File: config.mk
export PLATFORM = sky130hd
export DESIGN_NAME = bsrc_ctrl
export DESIGN_NICKNAME = d
export VERILOG_FILES = /design/src/bsrc_pkg.sv /design/src/bsrc_sync.sv /design/src/bsrc_ctrl.sv
export VERILOG_INCLUDE_DIRS = /design/src
export SDC_FILE = /design/constraint.sdc
export NUM_CORES = 1
export LEC_CHECK = 0
export BUFFER_PORTS_ARGS = -buffer_cell sky130_fd_sc_hd__buf_4
export CAP_MARGIN = 20
export CORE_MARGIN = 4
export CORE_UTILIZATION = 25
export DETAILED_ROUTE_END_ITERATION = 6
export HOLD_SLACK_MARGIN = 0.15
export SLEW_MARGIN = 20
export SYNTH_ARGS = -nofsm -noshare
export SYNTH_HDL_FRONTEND = slang
export SYNTH_SLANG_ARGS = --single-unit
File: constraint.sdc
create_clock -name i_sys_clk -period 3 [get_ports i_sys_clk]
set_input_delay 0.6 -clock i_sys_clk [delete_from_list [all_inputs] [get_ports i_sys_clk]]
set_output_delay 0.6 -clock i_sys_clk [all_outputs]
set_load 0.01 [all_outputs]
File: src/bsrc_defines.svh
// Purpose: Shared constants of the backup store/recall controller
// Assumes: Included by bare name from the package, the controller and the bench
// Notes:   Times are in ns; cycle counts derive from the clock period
`ifndef BSRC_DEFINES_SVH
`define BSRC_DEFINES_SVH

// ----------------------------------------------------------------
// Clock and transfer times
// ----------------------------------------------------------------
`define BSRC_CLK_PERIOD_NS   5
`define BSRC_STORE_TIME_NS   8000000
`define BSRC_RESTORE_TIME_NS 1000000

// ----------------------------------------------------------------
// Configuration word: {page_rollover_select, block_protect_bits, auto_backup_disable_n}
// ----------------------------------------------------------------
`define BSRC_CFG_W           4
`define BSRC_CFG_AUTO_DIS_BIT 0
`define BSRC_CFG_FACTORY     4'h0
`define BSRC_USER_W          16

// ----------------------------------------------------------------
// Status byte and opcodes (opcode values are arbitrary defaults)
// ----------------------------------------------------------------
`define BSRC_STAT_BUSY_BIT   0
`define BSRC_OP_READ_STATUS  8'h05
`define BSRC_OP_STORE        8'hA1
`define BSRC_OP_RECALL       8'hA2
`define BSRC_OP_HIBERNATE    8'hA3

`endif

File: src/bsrc_pkg.sv
// Purpose: Types of the backup store/recall controller
// Assumes: bsrc_defines.svh supplies the widths
// Notes:   Controller state is one packed struct
`include "bsrc_defines.svh"

package bsrc_pkg;

   // Gray coded along idle -> store -> recall -> hibernate
   typedef enum logic [1:0] {
      ST_IDLE   = 2'h0,
      ST_STORE  = 2'h1,
      ST_RECALL = 2'h3,
      ST_HIBER  = 2'h2
   } bsrc_state_type;

   typedef enum logic [1:0] {
      K_AUTO = 2'h0,
      K_SW   = 2'h1,
      K_HIB  = 2'h3
   } bsrc_kind_type;

   typedef struct packed {
      bsrc_state_type           state;
      bsrc_kind_type            kind;
      logic [31:0]              timer;
      logic                     modified;
      logic                     powered;
      logic                     cap_q;
      logic                     sck_q;
      logic                     cs_q;
      logic                     vcc_conn;
      logic [2:0]               bit_cnt;
      logic [7:0]               shift;
      logic [7:0]               opcode;
      logic                     first_done;
      logic                     status_rd;
      logic                     cmd_ok;
      logic [7:0]               tx;
      logic                     miso;
      logic                     store_start;
      logic                     recall_start;
      logic                     restore_load;
      logic [`BSRC_CFG_W-1:0]   bkp_cfg;
      logic [`BSRC_USER_W-1:0]  bkp_user;
      logic [`BSRC_CFG_W-1:0]   cfg_out;
      logic [`BSRC_USER_W-1:0]  user_out;
   } bsrc_regs_type;

endpackage

File: src/bsrc_sync.sv
// Purpose: Two-flop synchroniser for pins from outside the clock domain
// Assumes: Inputs are levels; one bit per lane
// Notes:   Only the second stage is visible outside
`timescale 1ns/1ps

module bsrc_sync #(
   parameter int W = 1
) (
   input  wire logic         i_sys_clk,
   input  wire logic         i_reset,
   input  wire logic [W-1:0] i_d,
   output logic      [W-1:0] o_q
);

   // Stage one in the low half, stage two in the high half
   logic [2*W-1:0] r;
   logic [2*W-1:0] next_r;

   if (W < 1) begin : g_chk
      $error("bsrc_sync: W must be at least 1");
   end

   // Shift one stage per clock
   always_comb begin
      next_r = {r[W-1:0], i_d};
   end

   // Register the chain
   always_ff @(posedge i_sys_clk) begin
      if (i_reset) begin
         r <= '0;
      end else begin
         r <= next_r;
      end
   end

   assign o_q = r[2*W-1:W];

endmodule

File: src/bsrc_ctrl.sv
// Purpose: Store/recall sequencing between the SRAM array and its backup
// Assumes: Serial pins and supply comparators are asynchronous levels
// Notes:   Array, user word and status paths live outside this block
`timescale 1ns/1ps
`include "bsrc_defines.svh"

// Contract
// - Factory auto_backup_disable_n bit is zero
// - Auto backup only if enabled and modified
// - Refuse access for whole store duration
// - Supply return mid-backup: finish, skip restore
// - Power-up restore always, busy for duration
// - Power loss aborts restore, no backup
// - Store command copies array, word, config
// - Recall command reloads array, word, config
// - While busy only read_status_cmd is accepted
// - transfer_busy_flag is one during transfers
// - read_status_cmd streams fresh status bytes
// - Hibernate: wait deselect, store if modified
// - Wake on select or power cycle, restore
// - Rising over trip_threshold starts restore
// - Below trip_threshold: ignore, drive nothing; a select in hibernate still starts a restore
// - Reconnect main supply only after stores
module bsrc_ctrl #(
   parameter int         STORE_TIME_NS   = `BSRC_STORE_TIME_NS,
   parameter int         RESTORE_TIME_NS = `BSRC_RESTORE_TIME_NS,
   parameter logic [7:0] OP_READ_STATUS  = `BSRC_OP_READ_STATUS,
   parameter logic [7:0] OP_STORE        = `BSRC_OP_STORE,
   parameter logic [7:0] OP_RECALL       = `BSRC_OP_RECALL,
   parameter logic [7:0] OP_HIBERNATE    = `BSRC_OP_HIBERNATE
) (
   input  wire logic                     i_sys_clk,
   input  wire logic                     i_reset,
   input  wire logic                     i_sck,
   input  wire logic                     i_cs_n,
   input  wire logic                     i_mosi,
   input  wire logic                     i_cap_above_trip,
   input  wire logic                     i_vcc_above_cap,
   input  wire logic                     i_array_write_done,
   input  wire logic [`BSRC_CFG_W-1:0]   i_cfg,
   input  wire logic [`BSRC_USER_W-1:0]  i_user_word,
   input  wire logic [7:0]               i_status_bits,
   output logic                          o_miso,
   output logic                          o_miso_oe,
   output logic                          o_busy,
   output logic                          o_cmd_allow,
   output logic                          o_hibernate,
   output logic                          o_vcc_connect,
   output logic                          o_store_start,
   output logic                          o_recall_start,
   output logic                          o_restore_load,
   output logic [`BSRC_CFG_W-1:0]        o_cfg_restore,
   output logic [`BSRC_USER_W-1:0]       o_user_restore,
   output bsrc_pkg::bsrc_state_type      o_state
);

   import bsrc_pkg::*;

   // ----------------------------------------------------------------
   // Durations in cycles (least times, rounded up)
   // ----------------------------------------------------------------
   localparam int STORE_CYC =
      (STORE_TIME_NS + `BSRC_CLK_PERIOD_NS - 1) / `BSRC_CLK_PERIOD_NS;
   localparam int RESTORE_CYC =
      (RESTORE_TIME_NS + `BSRC_CLK_PERIOD_NS - 1) / `BSRC_CLK_PERIOD_NS;

   if (STORE_CYC < 2 || RESTORE_CYC < 2) begin : g_chk
      $error("bsrc_ctrl: transfer times must span at least two cycles");
   end

   // ----------------------------------------------------------------
   // Pin synchronisers
   // ----------------------------------------------------------------
   logic [4:0] sync_q;
   logic       sck_s;
   logic       cs_n_s;
   logic       mosi_s;
   logic       cap_s;
   logic       vcc_s;

   // Lanes reset low, so cs_n shows one rise after reset; no command is armed then
   bsrc_sync #(.W(5)) u_sync (
      .i_sys_clk (i_sys_clk),
      .i_reset   (i_reset),
      .i_d       ({i_sck, i_cs_n, i_mosi, i_cap_above_trip, i_vcc_above_cap}),
      .o_q       (sync_q)
   );

   assign {sck_s, cs_n_s, mosi_s, cap_s, vcc_s} = sync_q;

   // ----------------------------------------------------------------
   // Edges and derived conditions
   // ----------------------------------------------------------------
   bsrc_regs_type r;
   bsrc_regs_type n;
   logic          cap_rise;
   logic          cap_fall;
   logic          sck_rise;
   logic          sck_fall;
   logic          cs_rise;
   logic          cs_fall;
   logic          busy;
   logic [7:0]    status_byte;
   logic [7:0]    rx_byte;

   assign cap_rise = cap_s && !r.cap_q;
   assign cap_fall = !cap_s && r.cap_q;
   assign sck_rise = sck_s && !r.sck_q;
   assign sck_fall = !sck_s && r.sck_q;
   assign cs_rise  = cs_n_s && !r.cs_q;
   assign cs_fall  = !cs_n_s && r.cs_q;
   assign busy     = (r.state == ST_STORE) || (r.state == ST_RECALL);
   assign rx_byte  = {r.shift[6:0], mosi_s};

   // Live status with the busy flag overlaid
   always_comb begin
      status_byte = i_status_bits;
      status_byte[`BSRC_STAT_BUSY_BIT] = busy;
   end

   // ----------------------------------------------------------------
   // Next-state logic
   // ----------------------------------------------------------------
   logic          do_store;
   logic          do_recall;
   bsrc_kind_type store_kind;

   always_comb begin
      n = r;
      do_store = 1'b0;
      do_recall = 1'b0;
      store_kind = K_AUTO;
      n.store_start = 1'b0;
      n.recall_start = 1'b0;
      n.restore_load = 1'b0;
      n.cap_q = cap_s;
      n.sck_q = sck_s;
      n.cs_q = cs_n_s;

      // Supply tracking and main supply switchover
      if (cap_rise) begin
         n.powered = 1'b1;
      end
      if (cap_fall) begin
         n.powered = 1'b0;
         n.vcc_conn = 1'b0;
      end else if (!r.vcc_conn && vcc_s && r.state != ST_STORE) begin
         n.vcc_conn = 1'b1;
      end

      // Transfer timer counts down to one, then rests at zero
      if (r.timer != 32'h0) begin
         n.timer = r.timer - 32'h1;
      end

      // Transfer sequencing
      case (r.state)
         ST_IDLE: begin
            if (cap_rise) begin
               do_recall = 1'b1;
            end else if (cap_fall) begin
               if (!i_cfg[`BSRC_CFG_AUTO_DIS_BIT] && r.modified) begin
                  do_store = 1'b1;
                  store_kind = K_AUTO;
               end
            end else if (cs_rise && r.cmd_ok) begin
               if (r.opcode == OP_STORE) begin
                  do_store = 1'b1;
                  store_kind = K_SW;
               end else if (r.opcode == OP_RECALL) begin
                  do_recall = 1'b1;
               end else if (r.opcode == OP_HIBERNATE) begin
                  if (r.modified) begin
                     do_store = 1'b1;
                     store_kind = K_HIB;
                  end else begin
                     n.state = ST_HIBER;
                  end
               end
            end
         end
         ST_STORE: begin
            // Runs to the end whatever the supply does
            if (r.timer == 32'h1) begin
               n.modified = 1'b0;
               n.state = (r.kind == K_HIB) ? ST_HIBER : ST_IDLE;
            end
         end
         ST_RECALL: begin
            if (cap_fall) begin
               n.state = ST_IDLE;
               n.timer = 32'h0;
            end else if (r.timer == 32'h1) begin
               n.state = ST_IDLE;
               n.modified = 1'b0;
               n.restore_load = 1'b1;
               n.cfg_out = r.bkp_cfg;
               n.user_out = r.bkp_user;
            end
         end
         ST_HIBER: begin
            if (cap_rise || cs_fall) begin
               do_recall = 1'b1;
            end
         end
         default: begin
            n.state = ST_IDLE;
         end
      endcase

      // Launch a backup: capture word and configuration
      if (do_store) begin
         n.state = ST_STORE;
         n.kind = store_kind;
         n.timer = 32'(STORE_CYC);
         n.store_start = 1'b1;
         n.bkp_cfg = i_cfg;
         n.bkp_user = i_user_word;
      end
      if (do_recall) begin
         n.state = ST_RECALL;
         n.timer = 32'(RESTORE_CYC);
         n.recall_start = 1'b1;
      end

      // Array writes mark modified; a write beats the clear
      if (i_array_write_done) begin
         n.modified = 1'b1;
      end

      // Serial frame: deselect or low supply clears it
      if (cs_n_s || !r.powered) begin
         n.bit_cnt = 3'h0;
         n.first_done = 1'b0;
         n.status_rd = 1'b0;
         n.miso = 1'b0;
         // Drop the taken command so a later bare select cannot replay it
         n.cmd_ok = 1'b0;
      end else begin
         if (sck_rise) begin
            n.shift = rx_byte;
            n.bit_cnt = r.bit_cnt + 3'h1;
            if (r.bit_cnt == 3'h7) begin
               if (!r.first_done) begin
                  n.first_done = 1'b1;
                  n.opcode = rx_byte;
                  n.status_rd = (rx_byte == OP_READ_STATUS);
                  n.cmd_ok = (r.state == ST_IDLE) && (rx_byte != OP_READ_STATUS);
                  n.tx = status_byte;
               end else if (r.status_rd) begin
                  n.tx = status_byte;
               end
            end
         end
         if (sck_fall && r.status_rd) begin
            n.miso = r.tx[7];
            n.tx = {r.tx[6:0], 1'b0};
         end
      end
   end

   // ----------------------------------------------------------------
   // State register
   // ----------------------------------------------------------------
   always_ff @(posedge i_sys_clk) begin
      if (i_reset) begin
         r <= '0;
         r.vcc_conn <= 1'b1;
         r.cs_q <= 1'b1;
         r.bkp_cfg <= `BSRC_CFG_FACTORY;
         r.cfg_out <= `BSRC_CFG_FACTORY;
      end else begin
         r <= n;
      end
   end

   // ----------------------------------------------------------------
   // Outputs
   // ----------------------------------------------------------------
   assign o_miso         = r.miso;
   assign o_miso_oe      = !r.cs_q && r.status_rd && r.powered;
   assign o_busy         = busy;
   assign o_cmd_allow    = r.powered && (r.state == ST_IDLE);
   assign o_hibernate    = (r.state == ST_HIBER);
   assign o_vcc_connect  = r.vcc_conn;
   assign o_store_start  = r.store_start;
   assign o_recall_start = r.recall_start;
   assign o_restore_load = r.restore_load;
   assign o_cfg_restore  = r.cfg_out;
   assign o_user_restore = r.user_out;
   assign o_state        = r.state;
endmodule

==> implementation parameters <==
Parameter                              Value

Synth
  Library cell with the highest instance count after synthesis    sky130_fd_sc_hd__dfxtp_1
  Post-Synthesis Mean Instance Area    8.520 sq um
  Number of standard cells after synthesis    approximately 620
  Number of synthesized flops with an enable pin    0
  Yosys synthesis warning count    0
  Synth cell count leaders    sky130_fd_sc_hd__dfxtp_1 (125), sky130_fd_sc_hd__nand2_1 (105), sky130_fd_sc_hd__nor2_1 (59)
  Count of distinct cell types in the synthesized netlist    48
  Share of synthesized area occupied by flip-flops and latches    a little under half
  Cell types occupying the most area after synthesis    sky130_fd_sc_hd__dfxtp_1 (48%), sky130_fd_sc_hd__nand2_1 (7.5%), sky130_fd_sc_hd__a21oi_1 (5.3%)
  Post-synth ARST share    0%
  Post-Synthesis Net Count    656
  #FFs+latches synth    125
  Prevailing post-synth register cell    sky130_fd_sc_hd__dfxtp_1
  Top-area cell type share of the netlist area    between 40% and 50%
  Cell area after synthesis    5240 sq um
  Dominant cell type by area after synthesis    sky130_fd_sc_hd__dfxtp_1

Worst setup path
  Crit end category    register
  Data required time of the critical path    3.27 ns
  Arrival @ worst endpoint    roughly 2.8 ns
  Cell at the slowest stage of the critical path    sky130_fd_sc_hd__or4_1
  Cell family with most CP delay    simple AND/OR/NAND/NOR gates
  Startpoint of the worst register-to-register path    r[106]$_SDFF_PP0_
  Bufs and invs on worst path    1
  Number of gates on the worst path with buffers counted    7
  Worst-path maximum fanout    20
  Worst-case reg-to-reg path depth    7
  Startpoint Class    register
  R2R Path End    o_user_restore[2]$_SDFFE_PP0P_
  Type of the worst setup path    reg -> reg
  Worst-path cell chain    or4_1 -> nor4_2 -> nand4_1 -> or3_1 -> buf_4 -> nand2_1 -> a21oi_1
  Start point of the critical path    r[106]$_SDFF_PP0_
  R2R setup slack    0.44 ns
  Critical Path Max Stage Delay    0.60 ns

STA
  Final worst-path cycle share    85.44%
  Achievable frequency    slightly below 0.4 GHz
  Transition time at the pin with the least slew margin    approximately 0.68 ns
  Max-Slew Margin vs Limit    54.41%
  Finish-stage setup viols    0
  RSZ-0062 raised after global routing    false
  Total count of max-transition violations in the final report    0
  Setup TNS    0 ns
  Hold violation count in the final report    0
  Time the worst path needs with I/O delays and setup    2.563 ns
  Worst Skew    between 0.005 and 0.006 ns

Drt
  Via count    around 4,200
  Drc violations    0
  Post-detailed-route wirelength per cell    between 10 and 15 um
  ANT nets after route    0
  1st-iter DRT viols    200
  Vias per std cell    4.437
  Total Wirelength    11.99 mm
  Number of search-and-repair iterations in the first detailed-routing pass    4

Die
  Die height    152.8 um
  I/O pin cnt    67
  Die outline area    23,340 sq um
  Effective utilization at floorplan    25.65%
  Std-Cell Core Area    just over 20,000 sq um
  Die W    152.8 um
  Number of rows created at floorplan    52

Final layout
  Sequential cell area in the final layout    between 2000 and 3000 sq um
  Multi-input combinational cell area    around 2400 sq um
  Number of nets at the end of the flow    roughly 700
  Count of fill cells added during filler insertion    2,196
  Syn-to-layout area delta    21.70%
  Share of final-layout standard cells stronger than drive strength 1    between 10% and 20%
  Antenna diodes    0

Placement
  Final weighted congestion of routability-driven global placement    0.7863
  Post-detailed-placement half-perimeter wirelength    8.060 mm
  Number of buffers added on ports    65

Clock network
  Maximum root-to-sink buffer count    2
  Clk Tree Root Cell    sky130_fd_sc_hd__clkbuf_16
  Count of cells resized by post-cts repair    0
  Post-CTS Hold Fix Bufs    0
  CTS tree    done
  Clk sinks    about 130
  Number of buffers created by CTS    17
  Clock-pin slew reported for the worst setup and hold paths after clock tree synthesis    0.05 ns
  Setup repair bufs after CTS    0
  # H-tree levels    4
  Clock latency on the worst-skew pair    0.41 ns

Global routing
  Maximum number of pins on one net before global-route repair    46
  Remaining Overflow, GRT    0
  GRT Util Overall    roughly a tenth
  Vias in the first global route    3,977
  Wire length of the first global-routing pass    between 20 and 25 mm
  Number of antenna violations at the first check in global routing    0

Worst hold path
  Endpoint with the worst hold slack    r[79]$_SDFFE_PP0P_
  Min-Delay Path Class    in -> reg
  Launch instance of the worst min-delay path    i_array_write_done
  Number of cells traversed by the worst hold path    3

Power and ir drop
  Pleak    2.451 nW
  Post-layout total power    5.378 mW
  Power Dens Cells    843.3 nW/um^2
  Worst VDD drop    between 0.4 and 0.5 mV

Flow run
  Max-capacitance violation count    0

Run status
  Outcome    completed
-- registers in the layout, indices dropped and copies added, names as in the netlist --
| signal | cells |
|---|---|
| u_sync.r | 10 |
| o_cfg_restore | 4 |
| o_vcc_connect | 1 |
| o_recall_start | 1 |
| o_restore_load | 1 |
| o_store_start | 1 |
| o_user_restore | 16 |
| o_miso | 1 |
| o_state | 2 |
| r | 88 |
-- cell type report --
type / count / share of cell area [%]
Clock inverter: 9 / 0.7455
Clock buffer: 22 / 7.122
Inverter: 8 / 0.4709
Multi-Input combinational cell: 426 / 37.83
Tap cell: 270 / 5.297
Timing Repair Buffer: 79 / 9.300
Sequential cell: 125 / 39.24
-- through the flow --
step / hold WS, ns / instance area [sq um] / cells / util [%] / worst slack, ns
floorplan: 0.4138 / 5240 / 615 / - / 0.7853
detailed placement: 0.4223 / 5876 / 908 / 28.76 / 0.4542
CTS: 0.3777 / 6377 / 939 / 31.22 / 0.4241
finish: 0.3960 / 6377 / 939 / 31.22 / 0.4368
global route: 0.3798 / 6377 / 939 / 31.22 / 0.2141
global placement: 0.4176 / 5876 / 908 / 28.76 / 0.4912
-- report_power, final --
| group | total, mW | switching [mW] | internal [mW] |
|---|---|---|---|
| clock | 1.76 | 0.702 | 1.06 |
| combinational | 1.60 | 0.930 | 0.666 |
| sequential | 2.02 | 0.183 | 1.84 |
-- worst max-delay path by stage --
stage                                                end  slack [ns]
after CTS                 o_user_restore[2]$_SDFFE_PP0P_        0.42
after detailed placement  o_user_restore[8]$_SDFFE_PP0P_        0.45
after floorplan                        r[102]$_SDFF_PP0_        0.79
after global placement    o_user_restore[9]$_SDFFE_PP0P_        0.49
final                     o_user_restore[2]$_SDFFE_PP0P_        0.44
after global routing      o_user_restore[2]$_SDFFE_PP0P_        0.21
-- logic make-up (layout without fill, tap and decap cells) --
family                     Yosys count  count (layout)  synth area share, %
adders and majority gates            5               5                1.194
buffers and inverters               64             118                6.304
DFF                                125             125                47.76
AOI/OAI and AO/OA                   88              88                9.575
muxes                               18              18                3.438
xor gates and xnor gates            28              28                4.680
and+or+nand+nor                    287             287                27.05
-- routing by layer --
layer	wire, um	GRT usage (%)
met1	5877	13.98
met4	237	5.855
met2	5182	15.15
met5	0	0
met3	695	3.380
-- layout by cell type, fill, tap and decap left out, types with 4 or more instances in the layout --
| master | netlist | layout |
|---|---|---|
| sky130_fd_sc_hd__nand2b_1 | 10 | 10 |
| sky130_fd_sc_hd__a311oi_1 | 7 | 7 |
| sky130_fd_sc_hd__nor4_1 | 12 | 12 |
| sky130_fd_sc_hd__dfxtp_1 | 125 | 125 |
| sky130_fd_sc_hd__and3_1 | 4 | 4 |
| sky130_fd_sc_hd__nand4_1 | 7 | 7 |
| sky130_fd_sc_hd__or4_1 | 6 | 6 |
| sky130_fd_sc_hd__clkinv_2 | 0 | 8 |
| sky130_fd_sc_hd__inv_1 | 8 | 8 |
| sky130_fd_sc_hd__or3_1 | 5 | 5 |
| sky130_fd_sc_hd__ha_1 | 5 | 5 |
| sky130_fd_sc_hd__clkbuf_1 | 27 | 4 |
| sky130_fd_sc_hd__o21ai_0 | 12 | 11 |
| sky130_fd_sc_hd__buf_4 | 22 | 79 |
| sky130_fd_sc_hd__clkbuf_16 | 0 | 17 |
| sky130_fd_sc_hd__a21oi_1 | 56 | 56 |
| sky130_fd_sc_hd__xor2_1 | 19 | 19 |
| sky130_fd_sc_hd__nor3_1 | 11 | 10 |
| sky130_fd_sc_hd__nor2b_1 | 19 | 19 |
| sky130_fd_sc_hd__nand3_1 | 24 | 24 |
| sky130_fd_sc_hd__nor2_1 | 59 | 59 |
| sky130_fd_sc_hd__mux2i_1 | 18 | 18 |
| sky130_fd_sc_hd__xnor2_1 | 9 | 9 |
| sky130_fd_sc_hd__nand2_1 | 105 | 105 |
| sky130_fd_sc_hd__nand3b_1 | 6 | 6 |
-- tightest hold or removal path, delay by kind of cell --
family	cells	cell delay, ns
and+or+nand+nor	1	0.06
AOI/OAI and AO/OA	1	0.03
buffers and inverters	1	0.08
Power figures use the tool's default switching activity.
